--- src/shared/nsfm_cfg.svh ---
`ifndef NSFM_CFG_SVH
`define NSFM_CFG_SVH
// Register byte offsets
`define NSFM_OFF_CTRL 12'h000
`define NSFM_OFF_BLANK 12'h004
`define NSFM_OFF_FLAGS 12'h008
`define NSFM_OFF_OPEN 12'h00C
`define NSFM_OFF_CHEN 12'h010
`define NSFM_OFF_STAT 12'h014
// Control fields
`define NSFM_CTRL_POWER_ON_CLEAR_BIT 0
`define NSFM_CTRL_CLRFLT 1
`define NSFM_CTRL_TH_LSB 8
// Flag bit positions
`define NSFM_FL_POR 0
`define NSFM_FL_ERR 1
`define NSFM_FL_LOWSUP 2
`define NSFM_FL_SUPUV 3
`define NSFM_FL_REF 4
`define NSFM_FL_PRET 5
`define NSFM_FL_TSD 6
`define NSFM_FL_OUT 7
// Threshold range in volts, 1 V per code
`define NSFM_TH_MIN 6'h04
`define NSFM_TH_MAX 6'h23
`define NSFM_TH_RST 6'h04
`define NSFM_BLANK_RST 4'h0
`define NSFM_CHEN_RST 32'h0000_0000
// Pulsed sink width
`define NSFM_PULSE_US 50
`define NSFM_CLK_MHZ 25
`endif

--- src/shared/nsfm_pkg.sv ---
package nsfm_pkg;
   // Device operating states, one-hot
   typedef enum logic [3:0] {
      NSFM_ST_POR = 4'b0001,
      NSFM_ST_INIT = 4'b0010,
      NSFM_ST_NORMAL = 4'b0100,
      NSFM_ST_SHUT = 4'b1000
   } nsfm_state_t;
endpackage

--- src/hdl/nsfm_fault_mgr.sv ---
`timescale 1ns/1ps
`default_nettype none
`include "nsfm_cfg.svh"
module nsfm_fault_mgr #(
   parameter int NCH = 16,
   parameter int BLANK_STEP_CYC = 25,
   parameter int OPEN_DEG_CYC = 25
) (
   input wire logic ref_clk,
   input wire logic srst,
   input wire logic [11:0] paddr,
   input wire logic psel,
   input wire logic penable,
   input wire logic pwrite,
   input wire logic [31:0] pwdata,
   input wire logic [3:0] pstrb,
   output logic [31:0] prdata,
   output logic pready,
   output logic pslverr,
   input wire logic bat_uv_in,
   input wire logic ldo_uv_in,
   input wire logic sup_low_in,
   input wire logic sup_uv_fall_in,
   input wire logic sup_uv_rise_in,
   input wire logic ref_fault_in,
   input wire logic pre_thermal_in,
   input wire logic tsd1_in,
   input wire logic tsd2_in,
   input wire logic [NCH-1:0] chan_open_in,
   input wire logic [NCH-1:0] pwm_on,
   output logic err_n_o,
   output logic err_n_oe,
   output logic [NCH-1:0] channel_output,
   output logic [5:0] low_supply_threshold,
   output logic open_diag_en,
   output logic sls_diag_en,
   output logic regulator_off
);
   localparam int PULSE_CYC = `NSFM_PULSE_US * `NSFM_CLK_MHZ;
   localparam int NS = NCH + 9; // Synchronised inputs

   // Two-stage synchronisers for every comparator input; pwm_on and the bus are not synchronised
   logic [NS-1:0] sync_in; // Raw pins, channel opens on top
   logic [NS-1:0] sync2_reg; // Second stages, the only ones logic reads
   logic bat_uv_s, ldo_uv_s, sup_low_s, uvf_s, uvr_s;
   logic ref_s, pret_s, tsd1_s, tsd2_s;
   logic [NCH-1:0] open_s;

   assign sync_in = {chan_open_in, tsd2_in, tsd1_in, pre_thermal_in, ref_fault_in,
      sup_uv_rise_in, sup_uv_fall_in, sup_low_in, ldo_uv_in, bat_uv_in};

   genvar gi;
   generate
      for (gi = 0; gi < NS; gi++) begin : g_sync
         logic s1_reg, s2_reg; // First and second stage of this pin
         // First stage feeds only the second
         always_ff @(posedge ref_clk) begin
            if (srst) begin
               s1_reg <= 1'b0;
               s2_reg <= 1'b0;
            end else begin
               s1_reg <= sync_in[gi];
               s2_reg <= s1_reg;
            end
         end
         assign sync2_reg[gi] = s2_reg;
      end
   endgenerate

   assign {tsd2_s, tsd1_s, pret_s, ref_s, uvr_s, uvf_s, sup_low_s, ldo_uv_s,
      bat_uv_s} = sync2_reg[8:0];
   assign open_s = sync2_reg[NS-1:9];

   // Operating state
   nsfm_pkg::nsfm_state_t state_reg, state_next;
   logic supply_lost;
   assign supply_lost = bat_uv_s || ldo_uv_s;

   // State transitions
   always_comb begin
      state_next = state_reg;
      case (state_reg)
         nsfm_pkg::NSFM_ST_POR: begin
            // Leave reset only once supplies and die are fine
            if (!supply_lost && !tsd2_s) begin
               state_next = nsfm_pkg::NSFM_ST_INIT;
            end
         end
         nsfm_pkg::NSFM_ST_SHUT: begin
            if (supply_lost || !tsd2_s) begin
               state_next = nsfm_pkg::NSFM_ST_POR;
            end
         end
         nsfm_pkg::NSFM_ST_INIT,
         nsfm_pkg::NSFM_ST_NORMAL: begin
            if (supply_lost) begin
               state_next = nsfm_pkg::NSFM_ST_POR;
            end else if (tsd2_s) begin
               state_next = nsfm_pkg::NSFM_ST_SHUT;
            end else begin
               state_next = nsfm_pkg::NSFM_ST_NORMAL;
            end
         end
         default: begin
            state_next = nsfm_pkg::NSFM_ST_POR;
         end
      endcase
   end

   // State register
   always_ff @(posedge ref_clk) begin
      if (srst) begin
         state_reg <= nsfm_pkg::NSFM_ST_POR;
      end else begin
         state_reg <= state_next;
      end
   end

   // Soft reset: registers held at defaults while in reset state
   logic soft_rst;
   assign soft_rst = (state_reg == nsfm_pkg::NSFM_ST_POR);

   // Bus strobes
   logic wr_acc, setup;
   assign wr_acc = psel && penable && pwrite;
   assign setup = psel && !penable;

   // Merge byte lanes of a write
   function automatic logic [31:0] merge(input logic [31:0] old,
      input logic [31:0] wd, input logic [3:0] st);
      logic [31:0] m;
      m = {{8{st[3]}}, {8{st[2]}}, {8{st[1]}}, {8{st[0]}}};
      merge = (old & ~m) | (wd & m);
   endfunction

   // Software registers and latched flags
   logic clr_por_reg, clr_por_next; // Self-clearing command bits
   logic clr_flt_reg, clr_flt_next;
   logic [5:0] th_reg, th_next;
   logic [3:0] blank_reg, blank_next;
   logic [NCH-1:0] chen_reg, chen_next;
   logic f_por_reg, f_por_next, f_err_reg, f_err_next;
   logic f_low_reg, f_low_next, f_uv_reg, f_uv_next;
   logic f_ref_reg, f_ref_next, f_pret_reg, f_pret_next;
   logic f_tsd_reg, f_tsd_next, f_out_reg, f_out_next;
   logic [NCH-1:0] f_open_reg, f_open_next;
   logic uv_act_reg, uv_act_next; // Undervoltage with hysteresis
   logic low_d_reg, pret_d_reg; // Edge history for pulsed events
   logic [NCH-1:0] open_evt;
   logic [31:0] ctrl_w, tmp;
   logic [5:0] th_w;

   // Next values of registers and flags
   always_comb begin
      clr_por_next = 1'b0;
      clr_flt_next = 1'b0;
      th_next = th_reg;
      blank_next = blank_reg;
      chen_next = chen_reg;
      ctrl_w = merge(32'h0000_0000, pwdata, pstrb);
      th_w = ctrl_w[`NSFM_CTRL_TH_LSB +: 6];
      tmp = merge(32'(chen_reg), pwdata, pstrb);
      if (wr_acc && paddr == `NSFM_OFF_CTRL) begin
         clr_por_next = ctrl_w[`NSFM_CTRL_POWER_ON_CLEAR_BIT];
         clr_flt_next = ctrl_w[`NSFM_CTRL_CLRFLT];
         if (pstrb[1]) begin
            // Out-of-range codes saturate to the nearest limit
            if (th_w < `NSFM_TH_MIN) begin
               th_next = `NSFM_TH_MIN;
            end else if (th_w > `NSFM_TH_MAX) begin
               th_next = `NSFM_TH_MAX;
            end else begin
               th_next = th_w;
            end
         end
      end
      if (wr_acc && paddr == `NSFM_OFF_BLANK && pstrb[0]) begin
         blank_next = pwdata[3:0];
      end
      if (wr_acc && paddr == `NSFM_OFF_CHEN) begin
         chen_next = tmp[NCH-1:0];
      end
      // Undervoltage active from falling until rising threshold
      uv_act_next = uv_act_reg;
      if (uvf_s) begin
         uv_act_next = 1'b1;
      end else if (uvr_s) begin
         uv_act_next = 1'b0;
      end
      // Clears first, sets after: an event in the clear cycle wins
      f_por_next = f_por_reg && !clr_por_reg;
      f_low_next = f_low_reg && !clr_flt_reg;
      f_uv_next = f_uv_reg && !clr_flt_reg;
      f_ref_next = f_ref_reg && !clr_flt_reg;
      f_pret_next = f_pret_reg && !clr_flt_reg;
      f_tsd_next = f_tsd_reg && !clr_flt_reg;
      f_out_next = f_out_reg && !clr_flt_reg;
      f_open_next = clr_flt_reg ? '0 : f_open_reg;
      if (state_reg == nsfm_pkg::NSFM_ST_INIT ||
          state_reg == nsfm_pkg::NSFM_ST_SHUT) begin
         f_por_next = 1'b1;
      end
      if (sup_low_s) begin
         f_low_next = 1'b1;
      end
      if (uvf_s) begin
         f_uv_next = 1'b1;
      end
      if (ref_s) begin
         f_ref_next = 1'b1;
      end
      if (pret_s) begin
         f_pret_next = 1'b1;
      end
      if (tsd1_s) begin
         f_tsd_next = 1'b1;
      end
      // Open events latch the channel flags and the output flag; channels stay enabled
      f_open_next = f_open_next | open_evt;
      if (|open_evt) begin
         f_out_next = 1'b1;
      end
      // Global error summarises every latched flag
      f_err_next = f_por_next || f_low_next || f_uv_next || f_ref_next ||
         f_pret_next || f_tsd_next || f_out_next;
   end

   // Register update; reset state restores every default
   always_ff @(posedge ref_clk) begin
      if (srst || soft_rst) begin
         clr_por_reg <= 1'b0;
         clr_flt_reg <= 1'b0;
         th_reg <= `NSFM_TH_RST;
         blank_reg <= `NSFM_BLANK_RST;
         chen_reg <= NCH'(`NSFM_CHEN_RST);
         f_por_reg <= 1'b0;
         f_err_reg <= 1'b0;
         f_low_reg <= 1'b0;
         f_uv_reg <= 1'b0;
         f_ref_reg <= 1'b0;
         f_pret_reg <= 1'b0;
         f_tsd_reg <= 1'b0;
         f_out_reg <= 1'b0;
         f_open_reg <= '0;
         uv_act_reg <= 1'b0;
         low_d_reg <= 1'b0;
         pret_d_reg <= 1'b0;
      end else begin
         clr_por_reg <= clr_por_next;
         clr_flt_reg <= clr_flt_next;
         th_reg <= th_next;
         blank_reg <= blank_next;
         chen_reg <= chen_next;
         f_por_reg <= f_por_next;
         f_err_reg <= f_err_next;
         f_low_reg <= f_low_next;
         f_uv_reg <= f_uv_next;
         f_ref_reg <= f_ref_next;
         f_pret_reg <= f_pret_next;
         f_tsd_reg <= f_tsd_next;
         f_out_reg <= f_out_next;
         f_open_reg <= f_open_next;
         uv_act_reg <= uv_act_next;
         low_d_reg <= sup_low_s;
         pret_d_reg <= pret_s;
      end
   end

   // Per-channel open detectors
   generate
      for (gi = 0; gi < NCH; gi++) begin : g_open
         nsfm_open_det #(
            .BLANK_STEP_CYC(BLANK_STEP_CYC),
            .DEG_CYC(OPEN_DEG_CYC)
         ) u_det (
            .ref_clk(ref_clk),
            .srst(srst),
            .diag_en(open_diag_en && channel_output[gi]),
            .pwm_on(pwm_on[gi]),
            .open_cmp(open_s[gi]),
            .blank_code(blank_reg),
            .open_evt(open_evt[gi])
         );
      end
   endgenerate

   // Pulse engine: pending count, fixed width, two idle cycles between
   logic [10:0] pcnt_reg, pcnt_next;
   logic [2:0] pend_reg, pend_next;
   logic gap_reg, gap_next;
   logic [1:0] nev;
   always_comb begin
      nev = 2'(sup_low_s && !low_d_reg) + 2'(pret_s && !pret_d_reg) +
         2'(|open_evt);
      pend_next = pend_reg;
      if (pend_reg <= 3'(7 - int'(nev))) begin
         pend_next = pend_reg + 3'(nev);
      end
      pcnt_next = pcnt_reg;
      gap_next = 1'b0;
      if (pcnt_reg != 11'h000) begin
         pcnt_next = pcnt_reg - 11'h001;
         gap_next = (pcnt_reg == 11'h001); // Keeps pulses distinct
      end else if (!gap_reg && pend_reg != 3'h0) begin
         pcnt_next = 11'(PULSE_CYC);
         pend_next = pend_next - 3'h1;
      end
   end

   // Pulse engine registers
   always_ff @(posedge ref_clk) begin
      if (srst || soft_rst) begin
         pcnt_reg <= 11'h000;
         pend_reg <= 3'h0;
         gap_reg <= 1'b0;
      end else begin
         pcnt_reg <= pcnt_next;
         pend_reg <= pend_next;
         gap_reg <= gap_next;
      end
   end

   // Pin and gating outputs, registered
   logic sink_next, sink_reg, shut;
   logic [NCH-1:0] outen_next;
   assign shut = (state_reg == nsfm_pkg::NSFM_ST_SHUT);
   always_comb begin
      // Live conditions hold the pin; recovery releases it
      sink_next = uv_act_next || ref_s || tsd1_s || tsd2_s ||
         (pcnt_next != 11'h000);
      outen_next = chen_reg;
      if (uv_act_next || tsd1_s || state_next != nsfm_pkg::NSFM_ST_NORMAL) begin
         outen_next = '0;
      end
   end

   // Output registers
   always_ff @(posedge ref_clk) begin
      if (srst) begin
         sink_reg <= 1'b0;
         channel_output <= '0;
         open_diag_en <= 1'b0;
         regulator_off <= 1'b0;
      end else begin
         sink_reg <= sink_next;
         channel_output <= outen_next;
         open_diag_en <= !sup_low_s;
         regulator_off <= (state_next == nsfm_pkg::NSFM_ST_SHUT);
      end
   end
   assign sls_diag_en = open_diag_en;
   assign err_n_o = 1'b0; // Open drain only ever sinks
   assign err_n_oe = sink_reg || shut;
   assign low_supply_threshold = th_reg;

   // Bus read path: data captured in setup, shown in access
   logic [31:0] rd_reg, rd_next;
   logic serr_reg, serr_next;
   always_comb begin
      rd_next = rd_reg;
      serr_next = serr_reg;
      if (setup) begin
         serr_next = 1'b0;
         case (paddr)
            `NSFM_OFF_CTRL: rd_next = {18'h0, th_reg, 6'h0, clr_flt_reg,
               clr_por_reg};
            `NSFM_OFF_BLANK: rd_next = {28'h0, blank_reg};
            `NSFM_OFF_FLAGS: rd_next = {24'h0, f_out_reg, f_tsd_reg,
               f_pret_reg, f_ref_reg, f_uv_reg, f_low_reg, f_err_reg, f_por_reg};
            `NSFM_OFF_OPEN: rd_next = 32'(f_open_reg);
            `NSFM_OFF_CHEN: rd_next = 32'(chen_reg);
            `NSFM_OFF_STAT: rd_next = {18'h0, tsd2_s, tsd1_s, pret_s, ref_s,
               uv_act_reg, sup_low_s, ldo_uv_s, bat_uv_s, 2'h0, state_reg};
            default: begin
               rd_next = 32'h0000_0000;
               serr_next = 1'b1; // Unmapped address
            end
         endcase
      end
   end

   // Read registers
   always_ff @(posedge ref_clk) begin
      if (srst) begin
         rd_reg <= 32'h0000_0000;
         serr_reg <= 1'b0;
      end else begin
         rd_reg <= rd_next;
         serr_reg <= serr_next;
      end
   end
   assign prdata = rd_reg;
   assign pready = 1'b1;
   assign pslverr = psel && penable && serr_reg;

   // Checks
   int unsigned plen_reg;
   always_ff @(posedge ref_clk) begin
      if (srst || pcnt_reg == 11'h000) begin
         plen_reg <= 0;
      end else begin
         plen_reg <= plen_reg + 1;
      end
   end
endmodule // nsfm_fault_mgr
`default_nettype wire

--- src/hdl/nsfm_open_det.sv ---
`timescale 1ns/1ps
`default_nettype none
// One channel of open-circuit detection: blanking then deglitch
module nsfm_open_det #(
   parameter int BLANK_STEP_CYC = 25,
   parameter int DEG_CYC = 25
) (
   input wire logic ref_clk,
   input wire logic srst,
   input wire logic diag_en,
   input wire logic pwm_on,
   input wire logic open_cmp,
   input wire logic [3:0] blank_code,
   output logic open_evt
);
   logic [15:0] on_cnt_reg, on_cnt_next; // Cycles into on phase
   logic [15:0] deg_cnt_reg, deg_cnt_next; // Consecutive open cycles
   logic [15:0] blank_lim;
   logic armed;

   // Blanking length from the 4-bit field
   assign blank_lim = 16'(int'(blank_code) * BLANK_STEP_CYC);
   // Only evaluate past blanking inside the on phase
   assign armed = pwm_on && diag_en && (on_cnt_reg >= blank_lim);

   // Next counts
   always_comb begin
      on_cnt_next = on_cnt_reg;
      deg_cnt_next = deg_cnt_reg;
      if (!pwm_on) begin
         on_cnt_next = 16'h0000;
      end else if (on_cnt_reg != 16'hFFFF) begin
         on_cnt_next = on_cnt_reg + 16'h0001;
      end
      // Short on-times never reach the deglitch end
      if (!armed || !open_cmp) begin
         deg_cnt_next = 16'h0000;
      end else if (deg_cnt_reg != 16'(DEG_CYC)) begin
         deg_cnt_next = deg_cnt_reg + 16'h0001;
      end
   end

   // Registers
   always_ff @(posedge ref_clk) begin
      if (srst) begin
         on_cnt_reg <= 16'h0000;
         deg_cnt_reg <= 16'h0000;
      end else begin
         on_cnt_reg <= on_cnt_next;
         deg_cnt_reg <= deg_cnt_next;
      end
   end

   // One event per persisting open condition
   assign open_evt = armed && open_cmp && (deg_cnt_reg == 16'(DEG_CYC - 1));
endmodule // nsfm_open_det
`default_nettype wire

--- config.mk ---
export PLATFORM = sky130hd
export DESIGN_NAME = nsfm_fault_mgr
export DESIGN_NICKNAME = d
export VERILOG_FILES = /design/src/shared/nsfm_pkg.sv /design/src/hdl/nsfm_fault_mgr.sv /design/src/hdl/nsfm_open_det.sv
export VERILOG_INCLUDE_DIRS = /design/src /design/src/shared
export SDC_FILE = /design/constraint.sdc
export NUM_CORES = 1
export LEC_CHECK = 0
export BUFFER_PORTS_ARGS = -buffer_cell sky130_fd_sc_hd__buf_2
export CAP_MARGIN = 5
export CORE_AREA = 4 4 296 298
export CTS_CLUSTER_SIZE = 8
export DETAILED_ROUTE_END_ITERATION = 6
export DIE_AREA = 0 0 300 302
export GPL_TIMING_DRIVEN = 0
export PLACE_DENSITY_LB_ADDON = 0.3
export SETUP_SLACK_MARGIN = 0.4
export SYNTH_ARGS = -nofsm -noshare
export SYNTH_HDL_FRONTEND = slang
export SYNTH_HIERARCHICAL = 1
export SYNTH_SLANG_ARGS = --single-unit
--- constraint.sdc ---
create_clock -name ref_clk -period 6.9 [get_ports ref_clk]
set_input_delay 0.345 -clock ref_clk [delete_from_list [all_inputs] [get_ports ref_clk]]
set_output_delay 0.345 -clock ref_clk [all_outputs]
set_load 0.1 [all_outputs]
# Yosys cells after proc, flatten, opt, wreduce, memory -nomap -nowiden
# Index checks and enable logic that the tools add are counted.
dict set report word_totals {
  regBits 688
  elab_cells 490
}
dict set report classes {
  addsub 38
  multipliers 1
  n_lt_le_gt_ge 19
  eq_ne 60
  muxes 24
  bitwise_logic 23
  reduce_logical 216
}
# operator count
set op_table {}
lappend op_table {{$add 16x1->16 const B} 32}
lappend op_table {{$eq 16x5->1 const B} 16}
lappend op_table {{$ge 16x16->1} 16}
lappend op_table {{$ne 16x16->1 const B} 16}
lappend op_table {{$ne 16x5->1 const B} 16}
lappend op_table {{$logic_and 1x1->1} 99}
lappend op_table {{$pmux 16 s6} 1}
lappend op_table {{$reduce_or 2->1} 36}
lappend op_table {{$logic_not 1->1} 41}
lappend op_table {{$logic_or 1x1->1} 33}
lappend op_table {{$and 16x16->16} 2}
lappend op_table {{$or 16x16->16} 2}
lappend op_table {{$eq 12x4->1 const B} 2}
lappend op_table {{$eq 12x5->1 const B} 2}
lappend op_table {{$mux 11} 2}
lappend op_table {{$reduce_bool 11->1} 2}
lappend op_table {{$not 1->1} 18}
lappend op_table {{$mux 16} 1}
lappend op_table {{$mux 4} 4}
lappend op_table {{$not 16->16} 1}
lappend op_table {{$reduce_or 16->1} 1}
lappend op_table {{$eq 12x3->1 const B} 1}
lappend op_table {{$logic_not 12->1} 1}
lappend op_table {{$mux 6} 2}
lappend op_table {{other kinds (22)} 34}

# Longest topological paths before layout
dict set report logic_depth {
  word_depth 13
  depth_mapped 24
  ltp_nobuf 24
}

# Modules after synthesis
# The synthesis kept the hierarchy.
# module instances cells_per_inst area_each_um2 seq_area_each_um2
set by_module_without_submodules {}
lappend by_module_without_submodules {{nsfm_open_det (g_open[10].u_det ...)} 12 226 1949.4 640.6}
lappend by_module_without_submodules {nsfm_fault_mgr 1 661 6304.8 3203.1}
lappend by_module_without_submodules {{nsfm_open_det (g_open[0].u_det ...)} 2 230 1999.4 640.6}
lappend by_module_without_submodules {{nsfm_open_det (g_open[9].u_det)} 1 250 2112.0 640.6}
lappend by_module_without_submodules {{nsfm_open_det (g_open[4].u_det)} 1 247 2099.5 640.6}

# Least setup slack after synthesis
# No wires, ideal clock.
dict set report synth_path {
  path_type {register to register}
  start {reg blank_reg[0]}
  end {reg pend_reg[1]}
  setup_ps 86
  arrival_ps 5776
  required_time_ps 6814
  slack_ps 1038
  stages_incl_launch_ff 20
  n_path_buf 0
  synth_period_minus_slack_ps 5862
  path_cell_list {dfxtp_1 > ha_1 > ha_1 > fa_1 > xnor2_1 > ha_1 > a21oi_1 > a21boi_0 > nor4_1 > nor4_1 > nor4_1 > and4_1 > fa_1 > inv_1 > ha_1 > fa_1 > mux2i_1 > ha_1 > and3_1 > a211oi_1}
}
dict set report synth_between {
  elab_chain_cells 13
}
# element line_no
set synth_lines {}
lappend synth_lines {{start, declared} nsfm_fault_mgr.sv:140} ;# logic [3:0] blank_reg, blank_next;
lappend synth_lines {{start signal, assigned} nsfm_fault_mgr.sv:234} ;# blank_reg <= `NSFM_BLANK_RST;
lappend synth_lines {{start signal, assigned} nsfm_fault_mgr.sv:252} ;# blank_reg <= blank_next;
lappend synth_lines {{$mul 4x5->9 (*)} nsfm_open_det.sv:22} ;# assign blank_lim = 16'(int'(blank_code) * BLANK_STEP_CYC);
lappend synth_lines {{$ge 16x16->1 (*)} nsfm_open_det.sv:24} ;# assign armed = pwm_on && diag_en && (on_cnt_reg >= blank_lim);
lappend synth_lines {{$logic_and 1x1->1 (*)} nsfm_open_det.sv:24}
lappend synth_lines {{$logic_and 1x1->1 (*) (2 in series)} nsfm_open_det.sv:55} ;# assign open_evt = armed && open_cmp && (deg_cnt_reg == 16'(DEG_CYC - 1));
lappend synth_lines {{named net open_evt[2]} nsfm_fault_mgr.sv:149} ;# logic [NCH-1:0] open_evt;
lappend synth_lines {{$reduce_or 16->1 (*)} nsfm_fault_mgr.sv:294} ;# 2'(|open_evt);
lappend synth_lines {{$add 2x1->2 (*)} nsfm_fault_mgr.sv:293} ;# nev = 2'(sup_low_s && !low_d_reg) + 2'(pret_s && !pret_d_reg) +
lappend synth_lines {{$sub 3x2->3} nsfm_fault_mgr.sv:296} ;# if (pend_reg <= 3'(7 - int'(nev))) begin
lappend synth_lines {{$le 3x3->1} nsfm_fault_mgr.sv:296}
lappend synth_lines {{$mux 3 (*)} nsfm_fault_mgr.sv:296}
lappend synth_lines {{$sub 3x1->3} nsfm_fault_mgr.sv:306} ;# pend_next = pend_next - 3'h1;
lappend synth_lines {{$mux 3} nsfm_fault_mgr.sv:304} ;# end else if (!gap_reg && pend_reg != 3'h0) begin
lappend synth_lines {{$mux 3 (*)} nsfm_fault_mgr.sv:301} ;# if (pcnt_reg != 11'h000) begin
lappend synth_lines {{end signal, assigned} nsfm_fault_mgr.sv:318} ;# pend_reg <= pend_next;
lappend synth_lines {{end, declared} nsfm_fault_mgr.sv:289} ;# logic [2:0] pend_reg, pend_next;
# The timed path passes the listed nets; every way through them passes the cells marked *.
# A chain may end at the register's enable or synchronous reset.

# Worst setup path after layout
dict set report layout_path {
  start {reg blank_reg[1]}
  end {reg pend_reg[1]}
}
# The elaborated chain is that of the path after synthesis.

==> results by stage <==
Finish:
- The fraction of layout cells with a size suffix above 1 is 0.0922.
- The area growth from synthesis to layout is 13.7%.
- The final standard cell count with taps included and fillers excluded is 5774.
- For this run, the post-layout net count is 5075.
- The final-layout fill cell count is 8041.

Drt:
- The sum of routed wire length over all layers is 94.8 mm.
- The detailed-router iteration count before antenna repair is 6.
- The count of nets left with antenna violations once routing finished came out at 0.
- In the routed design, unresolved DRC markers number 0.
- The DRC violation total after the first TritonRoute iteration is 2159.
- The average wire per standard cell is 16.4 µm.
- The vias after detailed routing is 31400.
- The via density per instance is 5.44.

Global routing:
- Entering global routing, the biggest net connects 55 pins.
- The initial antenna violation count is 14.
- The number of global-route vias before repair is 29200.
- Global routing finished with a remaining overflow of 0.
- The first global-routing pass estimated 150 mm of wire.
- The overall routing resource usage is 0.200.

Clocking:
- For this design, the sink count on the clock tree is 672.
- The clock passes through at most 3 buffers.
- The master cell of the clock root buffer is sky130_fd_sc_hd__clkbuf_16.
- The H-tree generated during clock tree synthesis spans 3 levels.
- The post-CTS clock slew at the launch and capture registers of the worst setup and hold paths is 0.05 ns.
- Clock latency on the worst-skew pair, taken at its later pin, is 0.65 ns.
- In this run, CTS created clock tree buffers numbering 94.
- TritonCTS built the clock tree.

Min path:
- The path with the worst hold slack has its endpoint at low_supply_threshold[1]$_SDFFE_PP0P_.
- The worst hold path begins at pwdata[13].
- Counting instances, the worst hold path has a depth of 3.
- The tightest min-delay check is of the input pin to flip-flop type.

Logic synthesis:
- By area the synthesized netlist is led by sky130_fd_sc_hd__dfxtp_1 (35%), sky130_fd_sc_hd__ha_1 (12%), sky130_fd_sc_hd__nor2_1 (5.6%).
- The largest area contributor in the synthesized netlist is sky130_fd_sc_hd__dfxtp_1.
- The mapped netlist covers 37900 µm².
- The share of async-settable or async-resettable flops after synthesis is 0.
- The warning count from the yosys run is 6.
- The synthesized flop and latch total is 672.
- The register area share after synthesis is 0.355.
- The commonest cells after synthesis are sky130_fd_sc_hd__dfxtp_1 (672), sky130_fd_sc_hd__nor2_1 (570), sky130_fd_sc_hd__ha_1 (358).
- The average cell area after synthesis is 8.75 µm².
- Of the post-synthesis cell area, the dominant cell type holds 0.355.
- The count of mapped cells out of synthesis is 4330.
- The number of synthesized flops with an enable pin is 0.
- By instance count, the leading cell after synthesis is sky130_fd_sc_hd__dfxtp_1.
- The post-synthesis cell type count is 89.
- The most used flip-flop cell after synthesis is sky130_fd_sc_hd__dfxtp_1.

Worst setup path:
- The critical path goes through buf_12 > ha_1 > ha_1 > fa_1 > xnor2_1 > ha_1 > nand3_1 > a21boi_0 > nor4_1 > nor4_1 > nor4_1 > and4_1 > fa_1 > inv_1 > ha_1 > nor2b_1 > o211ai_1 > mux2i_1 > ha_1 > and3_1 > a211oi_1.
- In this design, the critical path's most frequently occurring cell is sky130_fd_sc_hd__ha_1.
- The data required time of the worst path is 7.45 ns.
- The reg-to-reg startpoint is blank_reg[1]$_SDFFE_PP0P_.
- The number of buffers and inverters on the critical path is 2.
- The arrival time of data at the critical path endpoint is 6.77 ns.
- The worst register-to-register path ends at pend_reg[1]$_SDFF_PP0_.
- In this run the worst path has a maximum fanout of 27.
- Among cell families on the critical path, the largest total delay comes from adder cells.
- For this design, the slowest cell found on the critical path is sky130_fd_sc_hd__nor4_1.
- The worst setup path is of the flip-flop to flip-flop kind.
- The setup check on the worst reg-to-reg path leaves a slack of 0.68 ns.
- In this design, the stage delay of the slowest critical-path cell is 0.73 ns.
- For the worst flop-to-flop path, the logic depth is 21.
- The type of origin of the critical path is a flip-flop.
- STA classifies the critical path endpoint as a flip-flop.

Power:
- For this design the ratio of total power to cell area is 207 nW/µm².
- For this design the static power due to leakage is 16.8 nW.
- The proportion of total power due to net switching is 0.251.
- The internal power is 6.68 mW.
- Of the total power, registers draw 0.448.
- The share of total power dissipated in combinational logic is 0.089.
- Across the VDD grid, the largest voltage drop is 0.161 mV.
- The analysis attributes to net switching a power of 2.24 mW.
- The share of total power dissipated in the clock network is 0.462.

STA:
- The normalized max-slew margin is 0.240.
- The count of final setup violators is 0.
- The hold violation total from the final report is 0.
- Dividing the final minimum period by the clock period gives 0.901.
- Setup repair after global routing left no endpoint under its margin.
- Subtracting the final worst setup slack from the clock period gives 6.22 ns.
- Timing would allow up to 161 MHz.
- Across the routed clock network, the largest skew measured is 0.0212 ns.
- Setup slack on the critical path of the routed design comes to 0.685 ns.
- For the pin with the worst max-slew slack, the measured transition is 1.14 ns.
- The number of max-slew violations in the final report is 0.

Die:
- The die is 300 µm wide.
- The full die area is 90600 µm².
- The initial core utilization is 0.447.
- The number of rows created at floorplan is 107.
- From bottom edge to top edge, the die measures 302 µm.
- The area inside the core boundary is 84900 µm².
- Pin placement for this block handled 155 I/O pins.

Placed design:
- The number of buffers added on ports is 117.
- Including well taps, the total number of placed cells is 5608.
- Prior to clock tree synthesis, the placed netlist has a worst setup slack of 0.191 ns.
- The final weighted congestion of routability-driven global placement is 0.870.
- The post-DP HPWL is 66.4 mm.

Status:
- The run finished with clean final reports.

Flow run:
- The number of max-cap violations is 0.
==> what timing repair did <==
action                                  in CTS  in global routing
hold buffers                                40                  0
resized for setup                            6                  2
pin swaps                                    0                  1
setup buffers                                0                  5
hold endpoints to repair                    47                  0
endpoints found under the setup margin       2                  2
==> cell type report <==
class	instances	area (µm²)	share of cell area
clock inverter	7	95.1	0.00221
multi-input combinational	3368	23200	0.538
timing repair buffer	163	1120	0.0259
tap	1144	1430	0.0332
inverter	214	803	0.0186
sequential	672	13500	0.312
antenna	12	30.0	0.000697
clock buffer	102	2410	0.0560
buffer	92	552	0.0128
==> cells by family after synthesis <==
logic type / synth area share
compound gates: 0.103
flops: 0.355
other cells: 0.000198
xor+xnor: 0.0832
mux: 0.0169
fa+ha+maj: 0.128
buf+inv: 0.0357
simple gates: 0.278
==> worst min-delay path, stage by stage <==
cell                       delay (ns)
sky130_fd_sc_hd__buf_2           0.17
sky130_fd_sc_hd__nand2_1         0.07
sky130_fd_sc_hd__a311oi_1        0.08
==> layer usage <==
layer	global-route usage	vias to the layer above	part of all wire
met5	0	-	0.00014
met4	0.0702	2	0.035
li1	-	15900	-
met1	0.279	14600	0.47
met2	0.307	709	0.42
met3	0.0430	167	0.070
==> cells in the final DEF, fill, tap and decap left out, types with 22 or more instances in the layout <==
cell type | netlist | final
sky130_fd_sc_hd__dlygate4sd3_1 | 0 | 40
sky130_fd_sc_hd__nor4_1 | 129 | 123
sky130_fd_sc_hd__o21a_1 | 26 | 26
sky130_fd_sc_hd__clkbuf_1 | 29 | 35
sky130_fd_sc_hd__nand4_1 | 117 | 117
sky130_fd_sc_hd__inv_1 | 214 | 214
sky130_fd_sc_hd__a211oi_1 | 60 | 60
sky130_fd_sc_hd__clkbuf_16 | 0 | 95
sky130_fd_sc_hd__xor2_1 | 201 | 201
sky130_fd_sc_hd__o21ai_0 | 106 | 106
sky130_fd_sc_hd__buf_2 | 6 | 122
sky130_fd_sc_hd__nand3b_1 | 25 | 25
sky130_fd_sc_hd__a21oi_1 | 139 | 139
sky130_fd_sc_hd__nor2_1 | 570 | 570
sky130_fd_sc_hd__buf_4 | 21 | 22
sky130_fd_sc_hd__xnor2_1 | 159 | 159
sky130_fd_sc_hd__nor2b_1 | 129 | 129
sky130_fd_sc_hd__nand2b_1 | 60 | 60
sky130_fd_sc_hd__dfxtp_1 | 672 | 668
sky130_fd_sc_hd__ha_1 | 358 | 358
sky130_fd_sc_hd__and3_1 | 104 | 104
sky130_fd_sc_hd__nor3_1 | 131 | 131
sky130_fd_sc_hd__nand3_1 | 213 | 213
sky130_fd_sc_hd__and4_1 | 39 | 39
sky130_fd_sc_hd__nand2_1 | 273 | 273
sky130_fd_sc_hd__mux2i_1 | 55 | 55
sky130_fd_sc_hd__a31oi_1 | 65 | 65
sky130_fd_sc_hd__and2_1 | 52 | 52
==> power by group through the flow <==
stage / Clock (mW) / Sequential [mW] / Combinational [mW]
2_1_floorplan: 0 / 4.07 / 0.575
3_3_place_gp: 0 / 4.08 / 0.758
3_5_place_dp: 0 / 4.08 / 0.765
4_1_cts: 4.25 / 4.00 / 0.789
5_1_grt: 4.40 / 4.00 / 0.892
6_report: 4.12 / 4.00 / 0.798
==> stage by stage <==
stage	area, µm²	utilization	hold slack (ns)	TNS [ns]	power (mW)
finish	43100	0.508	0.0694	0	8.92
global route	43100	0.508	0.0606	0	9.30
CTS	43000	0.506	0.0234	0	9.04
detailed placement	40000	0.471	0.420	0	4.84
global placement	40000	0.471	0.417	-3.09	4.83
floorplan	38000	-	0.414	0	4.64
==> how the worst max path moves through the flow <==
stage                         startpoint                endpoint  slack, ns  depth (start not counted)
2_1_floorplan  blank_reg[0]$_SDFFE_PP0P_  pend_reg[1]$_SDFF_PP0_       1.04                         19
3_3_place_gp   blank_reg[2]$_SDFFE_PP0P_  pend_reg[1]$_SDFF_PP0_      -1.22                         23
3_5_place_dp   blank_reg[1]$_SDFFE_PP0P_  pend_reg[1]$_SDFF_PP0_       0.19                         21
4_1_cts        blank_reg[0]$_SDFFE_PP0P_  pend_reg[1]$_SDFF_PP0_       0.41                         20
5_1_grt        blank_reg[1]$_SDFFE_PP0P_  pend_reg[1]$_SDFF_PP0_       0.42                         21
6_report       blank_reg[1]$_SDFFE_PP0P_  pend_reg[1]$_SDFF_PP0_       0.68                         21
(Power assumes the default switching activity.)
